`src/rcs_pkg.sv`:
```
// Constants, register map and carrier types of the run-command sequencer.
// Assumes a 100 MHz system clock and a 32-bit APB register bus.
package rcs_pkg;

  // ----------------------------------------------------------------
  // Timing
  // ----------------------------------------------------------------
  localparam int CLK_PERIOD_NS = 10;
  localparam int TICK_NS       = 1000000;
  localparam int TICK_CYC      = TICK_NS / CLK_PERIOD_NS;
  localparam int MS_PER_DSEC   = 100;

  // ----------------------------------------------------------------
  // Register offsets (byte addresses)
  // ----------------------------------------------------------------
  localparam logic [7:0] A_CTRL   = 8'h00;
  localparam logic [7:0] A_FUNCLO = 8'h04;
  localparam logic [7:0] A_FUNCHI = 8'h08;
  localparam logic [7:0] A_FREF   = 8'h0C;
  localparam logic [7:0] A_ACCT   = 8'h10;
  localparam logic [7:0] A_DECT   = 8'h14;
  localparam logic [7:0] A_QSTOP  = 8'h18;
  localparam logic [7:0] A_ADWELL = 8'h1C;
  localparam logic [7:0] A_DDWELL = 8'h20;
  localparam logic [7:0] A_MAXF   = 8'h24;
  localparam logic [7:0] A_STATUS = 8'h28;

  // ----------------------------------------------------------------
  // Encodings
  // ----------------------------------------------------------------
  localparam int          NUM_TERM     = 8;
  localparam int          TERMS_PER_RG = 4;
  localparam logic [5:0]  FN_RUN_EN    = 6'h0D;
  localparam logic [5:0]  FN_3WIRE     = 6'h0E;
  localparam logic [2:0]  SRC_TERM_FR  = 3'h1;
  localparam logic [2:0]  MODE_VF      = 3'h0;
  localparam logic        GATE_FOLLOWS = 1'h1;
  localparam logic [1:0]  STOP_QUICK   = 2'h2;

  // ----------------------------------------------------------------
  // Reset values (freq 0.01 Hz, times 0.1 s)
  // ----------------------------------------------------------------
  localparam logic [15:0] RST_FREF   = 16'h0000;
  localparam logic [12:0] RST_RAMPT  = 13'h0064;
  localparam logic [12:0] RST_QSTOP  = 13'h0032;
  localparam logic [15:0] RST_DWFREQ = 16'h01F4;
  localparam logic [9:0]  RST_DWTIME = 10'h000;
  localparam logic [15:0] RST_MAXF   = 16'h1770;

  // ----------------------------------------------------------------
  // Carriers
  // ----------------------------------------------------------------
  typedef struct packed {
    logic [1:0] stopMode;
    logic       runEnSel;
    logic [2:0] ctrlMode;
    logic [2:0] cmdSource;
  } rcs_ctrl_t;

  typedef struct packed {
    logic [9:0]  time_ds;
    logic [15:0] freq;
  } rcs_dwell_t;

  typedef enum logic [2:0] {
    ST_IDLE, ST_ACCDW, ST_AHOLD, ST_RUN, ST_DECEL, ST_DHOLD, ST_QSTOP
  } rcs_state_t;

endpackage : rcs_pkg

```
`src/rcs_run_sequencer.sv`:
```
// Run-command sequencer: push-button latching, run-enable gating
// with stop modes, and acceleration/deceleration dwell.
// Assumes synchronous terminal inputs and an APB master on clk.
//
// Operation
// - Latch momentary buttons in three-wire terminal mode
// - Forward and reverse together stop the drive
// - Run-enable terminal gates acceptance of run commands
// - Selection zero ignores run-enable gating
// - Selection one follows the run-enable terminal
// - Coast mode blocks output on enable loss
// - Quick stop ramps down, needs fresh command
// - Enable loss in quick-stop mode decelerates with quick-stop time
// - Dwell only in volts-per-hertz control mode
// - Accelerate to dwell frequency, hold, continue
// - Decelerate to dwell frequency, hold, stop
// - Zero time or frequency skips dwell
// - Re-acceleration never dwells
// - Deceleration dwell only on stop command
//
// Implementation choices: the address map and the APB register port.
`timescale 1ns/1ps
module rcs_run_sequencer
  import rcs_pkg::*;
#(
  parameter int TICK_CYC_P = TICK_CYC
) (
  // Clock and reset
  input  wire logic        clk,
  input  wire logic        rst,
  // APB slave
  input  wire logic        psel,
  input  wire logic        penable,
  input  wire logic        pwrite,
  input  wire logic [7:0]  paddr,
  input  wire logic [31:0] pwdata,
  output logic             pready,
  output logic [31:0]      prdata,
  output logic             pslverr,
  // Terminals
  input  wire logic        fwdIn,
  input  wire logic        revIn,
  input  wire logic [7:0]  diIn,
  // Drive output
  output logic [15:0]      outFreq,
  output logic             outEnable,
  output logic             dirRev
);

  // ----------------------------------------------------------------
  // Registers
  // ----------------------------------------------------------------
  rcs_ctrl_t   ctrl_ff;
  logic [31:0] funcLo_ff;
  logic [31:0] funcHi_ff;
  logic [15:0] fref_ff;
  logic [12:0] accT_ff;
  logic [12:0] decT_ff;
  logic [12:0] qstopT_ff;
  rcs_dwell_t  aDwell_ff;
  rcs_dwell_t  dDwell_ff;
  logic [15:0] maxF_ff;

  rcs_state_t  state_ff;
  logic [15:0] freq_ff;
  logic [23:0] acc_ff;
  logic [16:0] holdMs_ff;
  logic        latch_ff;
  logic        lockout_ff;
  logic        dwPend_ff;
  logic        tick;

  logic        wrEn;
  logic        mapped;
  logic [31:0] rdVal;

  assign wrEn = psel & penable & pready & pwrite;

  always_comb begin
    mapped = 1'b1;
    case (paddr)
      A_CTRL:   rdVal = {18'h0, ctrl_ff.stopMode, 3'h0, ctrl_ff.runEnSel,
                         1'b0, ctrl_ff.ctrlMode, 1'b0, ctrl_ff.cmdSource};
      A_FUNCLO: rdVal = funcLo_ff;
      A_FUNCHI: rdVal = funcHi_ff;
      A_FREF:   rdVal = {16'h0, fref_ff};
      A_ACCT:   rdVal = {19'h0, accT_ff};
      A_DECT:   rdVal = {19'h0, decT_ff};
      A_QSTOP:  rdVal = {19'h0, qstopT_ff};
      A_ADWELL: rdVal = {6'h0, aDwell_ff};
      A_DDWELL: rdVal = {6'h0, dDwell_ff};
      A_MAXF:   rdVal = {16'h0, maxF_ff};
      A_STATUS: rdVal = {freq_ff, 8'h0, dirRev, outEnable, lockout_ff,
                         latch_ff, 1'b0, state_ff};
      default: begin
        rdVal  = 32'h0;
        mapped = 1'b0;
      end
    endcase
  end

  // ----------------------------------------------------------------
  // APB: one wait-free access phase, read data caught at setup
  // ----------------------------------------------------------------
  always_ff @(posedge clk or posedge rst) begin
    if (rst) begin
      pready  <= 1'b0;
      prdata  <= 32'h0;
      pslverr <= 1'b0;
    end else begin
      pready  <= psel & ~penable;
      prdata  <= (psel & ~penable & ~pwrite) ? rdVal : 32'h0;
      pslverr <= psel & ~penable & ~mapped;
    end
  end

  always_ff @(posedge clk or posedge rst) begin
    if (rst) begin
      ctrl_ff   <= '{stopMode: 2'h0, runEnSel: GATE_FOLLOWS,
                     ctrlMode: MODE_VF, cmdSource: SRC_TERM_FR};
      funcLo_ff <= 32'h0;
      funcHi_ff <= 32'h0;
      fref_ff   <= RST_FREF;
      accT_ff   <= RST_RAMPT;
      decT_ff   <= RST_RAMPT;
      qstopT_ff <= RST_QSTOP;
      aDwell_ff <= '{time_ds: RST_DWTIME, freq: RST_DWFREQ};
      dDwell_ff <= '{time_ds: RST_DWTIME, freq: RST_DWFREQ};
      maxF_ff   <= RST_MAXF;
    end else if (wrEn) begin
      case (paddr)
        A_CTRL: begin
          ctrl_ff.cmdSource <= pwdata[2:0];
          ctrl_ff.ctrlMode  <= pwdata[6:4];
          ctrl_ff.runEnSel  <= pwdata[8];
          ctrl_ff.stopMode  <= pwdata[13:12];
        end
        A_FUNCLO: funcLo_ff <= pwdata & 32'h3F3F3F3F;
        A_FUNCHI: funcHi_ff <= pwdata & 32'h3F3F3F3F;
        A_FREF:   fref_ff   <= pwdata[15:0];
        A_ACCT:   accT_ff   <= pwdata[12:0];
        A_DECT:   decT_ff   <= pwdata[12:0];
        A_QSTOP:  qstopT_ff <= pwdata[12:0];
        A_ADWELL: aDwell_ff <= pwdata[25:0];
        A_DDWELL: dDwell_ff <= pwdata[25:0];
        A_MAXF:   maxF_ff   <= pwdata[15:0];
        default: ;
      endcase
    end
  end

  // ----------------------------------------------------------------
  // Terminal function decode
  // ----------------------------------------------------------------
  logic [NUM_TERM-1:0] isRunEn;
  logic [NUM_TERM-1:0] is3Wire;
  logic [NUM_TERM-1:0] runEnLvl;
  logic [NUM_TERM-1:0] stopLvl;

  for (genvar t = 0; t < NUM_TERM; t++) begin : g_term
    logic [5:0] fn;
    if (t < TERMS_PER_RG) begin : g_lo
      assign fn = funcLo_ff[t*8 +: 6];
    end else begin : g_hi
      assign fn = funcHi_ff[(t-TERMS_PER_RG)*8 +: 6];
    end
    assign isRunEn[t]  = (fn == FN_RUN_EN);
    assign is3Wire[t]  = (fn == FN_3WIRE);
    assign runEnLvl[t] = isRunEn[t] & diIn[t];
    assign stopLvl[t]  = is3Wire[t] & diIn[t];
  end

  logic threeWire;
  logic stopClosed;
  logic gateOk;
  logic bothCmd;
  logic runCmd;

  // Stop contact is normally closed; every assigned one must be made
  assign threeWire  = (ctrl_ff.cmdSource == SRC_TERM_FR) & (|is3Wire);
  assign stopClosed = ((stopLvl | ~is3Wire) == {NUM_TERM{1'b1}});
  // No terminal assigned means nothing to wait for
  assign gateOk = (ctrl_ff.runEnSel != GATE_FOLLOWS)
                | ~(|isRunEn) | (|runEnLvl);
  assign bothCmd = fwdIn & revIn;

  // ----------------------------------------------------------------
  // Push-button latch, sampled on ticks so a 1 ms press is seen
  // ----------------------------------------------------------------
  always_ff @(posedge clk or posedge rst) begin
    if (rst) begin
      latch_ff <= 1'b0;
      dirRev   <= 1'b0;
    end else if (!threeWire) begin
      latch_ff <= 1'b0;
      if (state_ff == ST_IDLE && (fwdIn ^ revIn))
        dirRev <= revIn;
    end else if (!stopClosed || bothCmd) begin
      latch_ff <= 1'b0;
    end else if (tick && (fwdIn || revIn)) begin
      latch_ff <= 1'b1;
      dirRev   <= revIn;
    end
  end

  // Level mode also refuses both directions at once
  assign runCmd = threeWire ? latch_ff : (fwdIn ^ revIn);

  // ----------------------------------------------------------------
  // Sequencer
  // ----------------------------------------------------------------
  logic        vfMode;
  logic        aDwOn;
  logic        dDwOn;
  logic [16:0] aHoldMs;
  logic [16:0] dHoldMs;
  logic        coast;

  assign vfMode  = (ctrl_ff.ctrlMode == MODE_VF);
  assign aDwOn   = vfMode & (aDwell_ff.time_ds != 10'h0)
                 & (aDwell_ff.freq != 16'h0);
  assign dDwOn   = vfMode & (dDwell_ff.time_ds != 10'h0)
                 & (dDwell_ff.freq != 16'h0);
  assign aHoldMs = 17'(aDwell_ff.time_ds * MS_PER_DSEC);
  assign dHoldMs = 17'(dDwell_ff.time_ds * MS_PER_DSEC);
  assign coast   = ~gateOk & (ctrl_ff.stopMode != STOP_QUICK)
                 & (state_ff != ST_IDLE);

  always_ff @(posedge clk or posedge rst) begin
    if (rst) begin
      state_ff   <= ST_IDLE;
      holdMs_ff  <= 17'h0;
      lockout_ff <= 1'b0;
      dwPend_ff  <= 1'b0;
    end else begin
      if (!runCmd)
        lockout_ff <= 1'b0;
      if (tick)
        holdMs_ff <= holdMs_ff + 17'h1;
      if (!gateOk && state_ff != ST_IDLE && state_ff != ST_QSTOP) begin
        if (ctrl_ff.stopMode == STOP_QUICK)
          state_ff <= ST_QSTOP;
        else
          state_ff <= ST_IDLE;
      end else begin
        case (state_ff)
          ST_IDLE: begin
            holdMs_ff <= 17'h0;
            if (runCmd && gateOk && !lockout_ff)
              state_ff <= aDwOn ? ST_ACCDW : ST_RUN;
          end
          ST_ACCDW: begin
            holdMs_ff <= 17'h0;
            if (!runCmd) begin
              dwPend_ff <= dDwOn & (freq_ff > dDwell_ff.freq);
              state_ff  <= ST_DECEL;
            end else if (freq_ff == aDwell_ff.freq) begin
              state_ff <= ST_AHOLD;
            end
          end
          ST_AHOLD: begin
            if (!runCmd) begin
              dwPend_ff <= dDwOn & (freq_ff > dDwell_ff.freq);
              state_ff  <= ST_DECEL;
            end else if (holdMs_ff >= aHoldMs) begin
              state_ff <= ST_RUN;
            end
          end
          ST_RUN: begin
            if (!runCmd) begin
              dwPend_ff <= dDwOn & (freq_ff > dDwell_ff.freq);
              state_ff  <= ST_DECEL;
            end
          end
          ST_DECEL: begin
            holdMs_ff <= 17'h0;
            if (runCmd)
              state_ff <= ST_RUN;
            else if (dwPend_ff && freq_ff <= dDwell_ff.freq)
              state_ff <= ST_DHOLD;
            else if (freq_ff == 16'h0)
              state_ff <= ST_IDLE;
          end
          ST_DHOLD: begin
            if (runCmd) begin
              dwPend_ff <= 1'b0;
              state_ff  <= ST_RUN;
            end else if (holdMs_ff >= dHoldMs) begin
              dwPend_ff <= 1'b0;
              state_ff  <= ST_DECEL;
            end
          end
          ST_QSTOP: begin
            if (freq_ff == 16'h0) begin
              lockout_ff <= runCmd;
              state_ff   <= ST_IDLE;
            end
          end
          default: state_ff <= ST_IDLE;
        endcase
      end
    end
  end

  // ----------------------------------------------------------------
  // Frequency ramp
  // ----------------------------------------------------------------
  logic [15:0] tgt;
  logic [12:0] rampT;
  logic [23:0] den;
  logic        hold;

  always_comb begin
    hold  = 1'b0;
    rampT = accT_ff;
    case (state_ff)
      ST_ACCDW: tgt = aDwell_ff.freq;
      ST_RUN:   tgt = fref_ff;
      ST_DECEL: tgt = (dwPend_ff && freq_ff > dDwell_ff.freq)
                      ? dDwell_ff.freq : 16'h0;
      ST_QSTOP: tgt = 16'h0;
      default: begin
        tgt  = freq_ff;
        hold = 1'b1;
      end
    endcase
    if (state_ff == ST_QSTOP)
      rampT = qstopT_ff;
    else if (tgt < freq_ff)
      rampT = decT_ff;
  end

  // Full-scale ramp spread over rampT; zero time jumps at once
  assign den = 24'(rampT * MS_PER_DSEC);

  always_ff @(posedge clk or posedge rst) begin
    if (rst) begin
      freq_ff <= 16'h0;
      acc_ff  <= 24'h0;
    end else if (coast || state_ff == ST_IDLE || hold) begin
      freq_ff <= hold ? freq_ff : 16'h0;
      acc_ff  <= 24'h0;
    end else if (tgt == freq_ff) begin
      acc_ff <= 24'h0;
    end else if (den == 24'h0) begin
      freq_ff <= tgt;
    end else if (acc_ff >= den) begin
      acc_ff  <= acc_ff - den;
      freq_ff <= (tgt > freq_ff) ? freq_ff + 16'h1 : freq_ff - 16'h1;
    end else if (tick) begin
      acc_ff <= acc_ff + {8'h0, maxF_ff};
    end
  end

  // ----------------------------------------------------------------
  // Outputs
  // ----------------------------------------------------------------
  always_ff @(posedge clk or posedge rst) begin
    if (rst) begin
      outFreq   <= 16'h0;
      outEnable <= 1'b0;
    end else begin
      outFreq   <= coast ? 16'h0 : freq_ff;
      outEnable <= ~coast & (state_ff != ST_IDLE);
    end
  end

  rcs_ms_tick #(
    .TICK_CYC (TICK_CYC_P)
  ) u_tick (
    .clk  (clk),
    .rst  (rst),
    .tick (tick)
  );

endmodule : rcs_run_sequencer

```
`src/rcs_ms_tick.sv`:
```
// Millisecond tick generator for the run-command sequencer.
// Assumes one free-running clock; tick is a one-cycle pulse.
`timescale 1ns/1ps
module rcs_ms_tick #(
  parameter int TICK_CYC = 100000
) (
  // Clock and reset
  input  wire logic clk,
  input  wire logic rst,
  // Tick
  output logic      tick
);

  logic [31:0] cnt_ff;

  always_ff @(posedge clk or posedge rst) begin
    if (rst) begin
      cnt_ff <= 32'h0;
      tick   <= 1'b0;
    end else if (cnt_ff == 32'(TICK_CYC - 1)) begin
      cnt_ff <= 32'h0;
      tick   <= 1'b1;
    end else begin
      cnt_ff <= cnt_ff + 32'h1;
      tick   <= 1'b0;
    end
  end

endmodule : rcs_ms_tick

```
`config.mk`:
```
export PLATFORM = sky130hd
export DESIGN_NAME = rcs_run_sequencer
export DESIGN_NICKNAME = d
export VERILOG_FILES = /design/src/rcs_pkg.sv /design/src/rcs_run_sequencer.sv /design/src/rcs_ms_tick.sv
export SDC_FILE = /design/constraint.sdc
export NUM_CORES = 1
export LEC_CHECK = 0
export ABC_AREA = 1
export ABC_CLOCK_PERIOD_IN_PS = 25200
export BUFFER_PORTS_ARGS = -buffer_cell sky130_fd_sc_hd__clkbuf_2
export CAP_MARGIN = 20
export CORE_ASPECT_RATIO = 1.2
export CORE_MARGIN = 10
export CORE_UTILIZATION = 67
export CTS_BUF_LIST = sky130_fd_sc_hd__clkbuf_8
export DETAILED_ROUTE_END_ITERATION = 8
export PLACE_DENSITY = 0.86
export SYNTH_ARGS = -nofsm -noshare
export SYNTH_HDL_FRONTEND = slang
export SYNTH_SLANG_ARGS = --single-unit
export TNS_END_PERCENT = 1
```
`constraint.sdc`:
```
create_clock -name clk -period 25.2 [get_ports clk]
set_input_delay 2.52 -clock clk [delete_from_list [all_inputs] [get_ports clk]]
set_output_delay 2.52 -clock clk [all_outputs]
set_load 0.005 [all_outputs]
```
==> out/summary.txt <==
Hold Vio Cnt, Final = 0
I/O pin count = 107
most used flip-flop cell after synthesis = dfrtp_1
number of max-slew violations in the final report = 0
area occupied by registers = 8250 um2
vertical extent of the die = 225 um
part of the Yosys area used for sequential elements = 35.3%
cell repeated most along the worst path = nand2_1
Critical-path top delay cell = nand4_2
Yosys top cell by area = dfrtp_1
Synth Net Count = 3,403
register bit total from synthesis = 328
pin count of the biggest net entering global routing = 131
count of clock tree sinks = 328
final worst path period share = 44.7%
kind of cell with the highest combined delay on the critical path = simple AND/OR/NAND/NOR gates
worst setup skew after layout = 32.4 ps
netlist area before placement = 23,400 um2
Total Negative Setup Slacks = 0 ps
die area = 42,800 um2
clock tree from TritonCTS = built
HPWL after detailed placement = 55,900 um
commonest non-fill, non-tap cells in the layout = nand2_1, inv_1, dfrtp_1
delay contributed by the slowest stage of the critical path = 790 ps
arrival time at the worst endpoint = 11,780 ps
DRT antenna net count = 0
sum of buffers and inverters on the critical path = 7
number of global-route vias before repair = 22,100
root buffer cell = clkbuf_8
DRT iter0 DRCs = 2,245
Post-synth ARST share = 100%
instance count of the mapped netlist = 3,088
area of the core region = 34,300 um2
final WL = 74,200 um
commonest non-fill, non-tap cell in the layout = nand2_1
EDFF count, synth = 0
die boundary width = 191 um
Inserted Clock Buffers = 52
synth unique cells = 61
fmax = 0.0889 GHz
Post-Place Cell Area = 24,300 um2
clk buf depth = 3
site row count = 74
starting density of the core = 68.3%
final layout net count = 3,505
Pwr per Cell Area = 136 nW/um2
global-route total usage across every layer = 34.2%
slew of the pin with the lowest slew margin = 1090 ps
layout overhead on the synthesized area = 8.79%
peak ir drop on the vdd network = 0.000110 V
number of antenna violations at the first check in global routing = 1
total of max-cap violations = 0
average wire per standard cell = 20.1 um
critical setup path kind = reg2reg
H-Tree Level Count = 2
critical path required time = 25,730 ps
Final Core Density = 74.3%
Setup Viol. Count Final = 0
DRC violation count after routing = 0
Via Count = 22,500
routed vias/inst = 6.10
antenna cells = 0
Fill cells = 2,654
Worst-path clk slew = 70 ps
total number of yosys warnings = 0
share of layout cells above drive strength 1 = 8.66%
leakage power figure = 0.0132 uW
result of the run = complete, no violations
peak fanout along the critical path = 34
number of detailed-routing iterations run before antenna repair = 6
unrepaired setup endpoints after global routing = no
area occupied by multi-input gates = 13,100 um2
Yosys top cell area share = 31.9%
type of origin of the critical path = register
design area = 25,400 um2
global-route wire length before repair = 116,000 um
CTS resizes = 0
cells taking the most area after synthesis = dfrtp_1, ha_1, nand2_1
count of hold buffers inserted by post-cts repair = 0
global route total overflow = 0
quantity of I/O buffers inserted on ports = 104
Avg Cell Area, Syn = 7.57 um2
Worst slew margin = 27.3%
final estimated routing congestion in global placement = 1.01
Clock Latency Late Sink = 640 ps
clock period minus worst slack = 11,250 ps
Critical Path Sink Type = register
post-CTS setup buffer count = 0
min-delay worst type = reg2reg
-- power breakdown --
group / internal [uW] / leakage, uW / total, uW / switching (uW)
Clock: 267 / 0.000633 / 496 / 229
Sequential: 556 / 0.00442 / 593 / 37.2
Combinational: 781 / 0.00813 / 2380 / 1600
-- path summary, 6_finish.rpt --
check | startpoint | to | slack [ps] | cells after the start
worst max-delay path | state_ff[0]$_DFFE_PP0P_ | acc_ff[0]$_DFFE_PP0P_ | 13950 | 43
worst min-delay path | u_tick.cnt_ff[0]$_DFF_PP0_ | u_tick.cnt_ff[0]$_DFF_PP0_ | 490 | 1
worst max register to register | state_ff[0]$_DFFE_PP0P_ | acc_ff[0]$_DFFE_PP0P_ | 13950 | 43
worst min register to register | u_tick.cnt_ff[0]$_DFF_PP0_ | u_tick.cnt_ff[0]$_DFF_PP0_ | 490 | 1
max in group asynchronous | rst | prdata[12]$_DFF_PP0_ | 20720 | 4
min in group asynchronous | rst | u_tick.cnt_ff[18]$_DFF_PP0_ | 2110 | 2
-- synth_stat cells (6+ instances only) --
library cell and number:
a21o_1 6, a21oi_1 151, a221oi_1 45, a22o_1 6, a31oi_1 19, buf_2 8, clkbuf_1 58, dfrtp_1 298
dfstp_2 30, fa_1 21, ha_1 239, inv_1 439, inv_2 9, nand2_1 757, nand2_2 11, nand3_1 148
nand4_1 76, nor2_1 210, nor3_1 42, nor4_1 28, o211ai_1 11, o21ai_0 270, o21ai_1 8, o21bai_1 8
o221ai_1 7, o22ai_1 20, or2_2 10, xnor2_1 32, xor2_1 64
-- logic make-up (layout without fill, tap and decap cells) --
| family | after synthesis | in the layout | synth area share [%] |
|---|---|---|---|
| and+or+nand+nor | 1306 | 1306 | 23.9 |
| AOI/OAI and AO/OA | 572 | 572 | 13.9 |
| buffers and inverters | 525 | 669 | 8.58 |
| DFF | 328 | 328 | 35.3 |
| adders and majority gates | 260 | 260 | 14.6 |
| xor gates and xnor gates | 97 | 97 | 3.71 |
-- metrics by stage --
stage	hold WS, ps	cells	worst slack [ps]	total power, uW
global route	500	3688	13190	3750
floorplan	433	3088	13650	2370
CTS	486	3687	14200	3410
detailed placement	473	3591	14270	2900
global placement	444	3591	14410	2840
finish	485	3688	13950	3470
-- registers in the layout, summed over array words and instances (netlist names), 3 cells and up --
signal / flops
acc_ff: 24
funcHi_ff: 24
ctrl_ff: 9
state_ff: 3
fref_ff: 16
maxF_ff: 16
outFreq: 16
dDwell_ff: 26
holdMs_ff: 17
decT_ff: 13
u_tick.cnt_ff: 32
freq_ff: 16
aDwell_ff: 26
accT_ff: 13
prdata: 32
funcLo_ff: 24
qstopT_ff: 13
-- routing by layer --
| layer | track usage (%) | routed length, um | vias up | part of all wire [%] |
|---|---|---|---|---|
| met4 | 25.8 | 6140 | 2 | 8.3 |
| met2 | 58.0 | 36200 | 1083 | 49 |
| met5 | 0 | 13 | - | 0.018 |
| met1 | 37.8 | 26300 | 10600 | 35 |
| li1 | - | - | 10500 | - |
| met3 | 5.85 | 5600 | 338 | 7.5 |
-- cell type report --
type	instances	share of cell area (%)
Multi-Input combinational cell	2235	51.6
Sequential cell	328	32.4
Inverter	451	6.68
Clock buffer	66	3.57
Timing Repair Buffer	122	2.61
Tap cell	456	2.24
Clock inverter	30	0.856
Power figures use the tool's default switching activity.
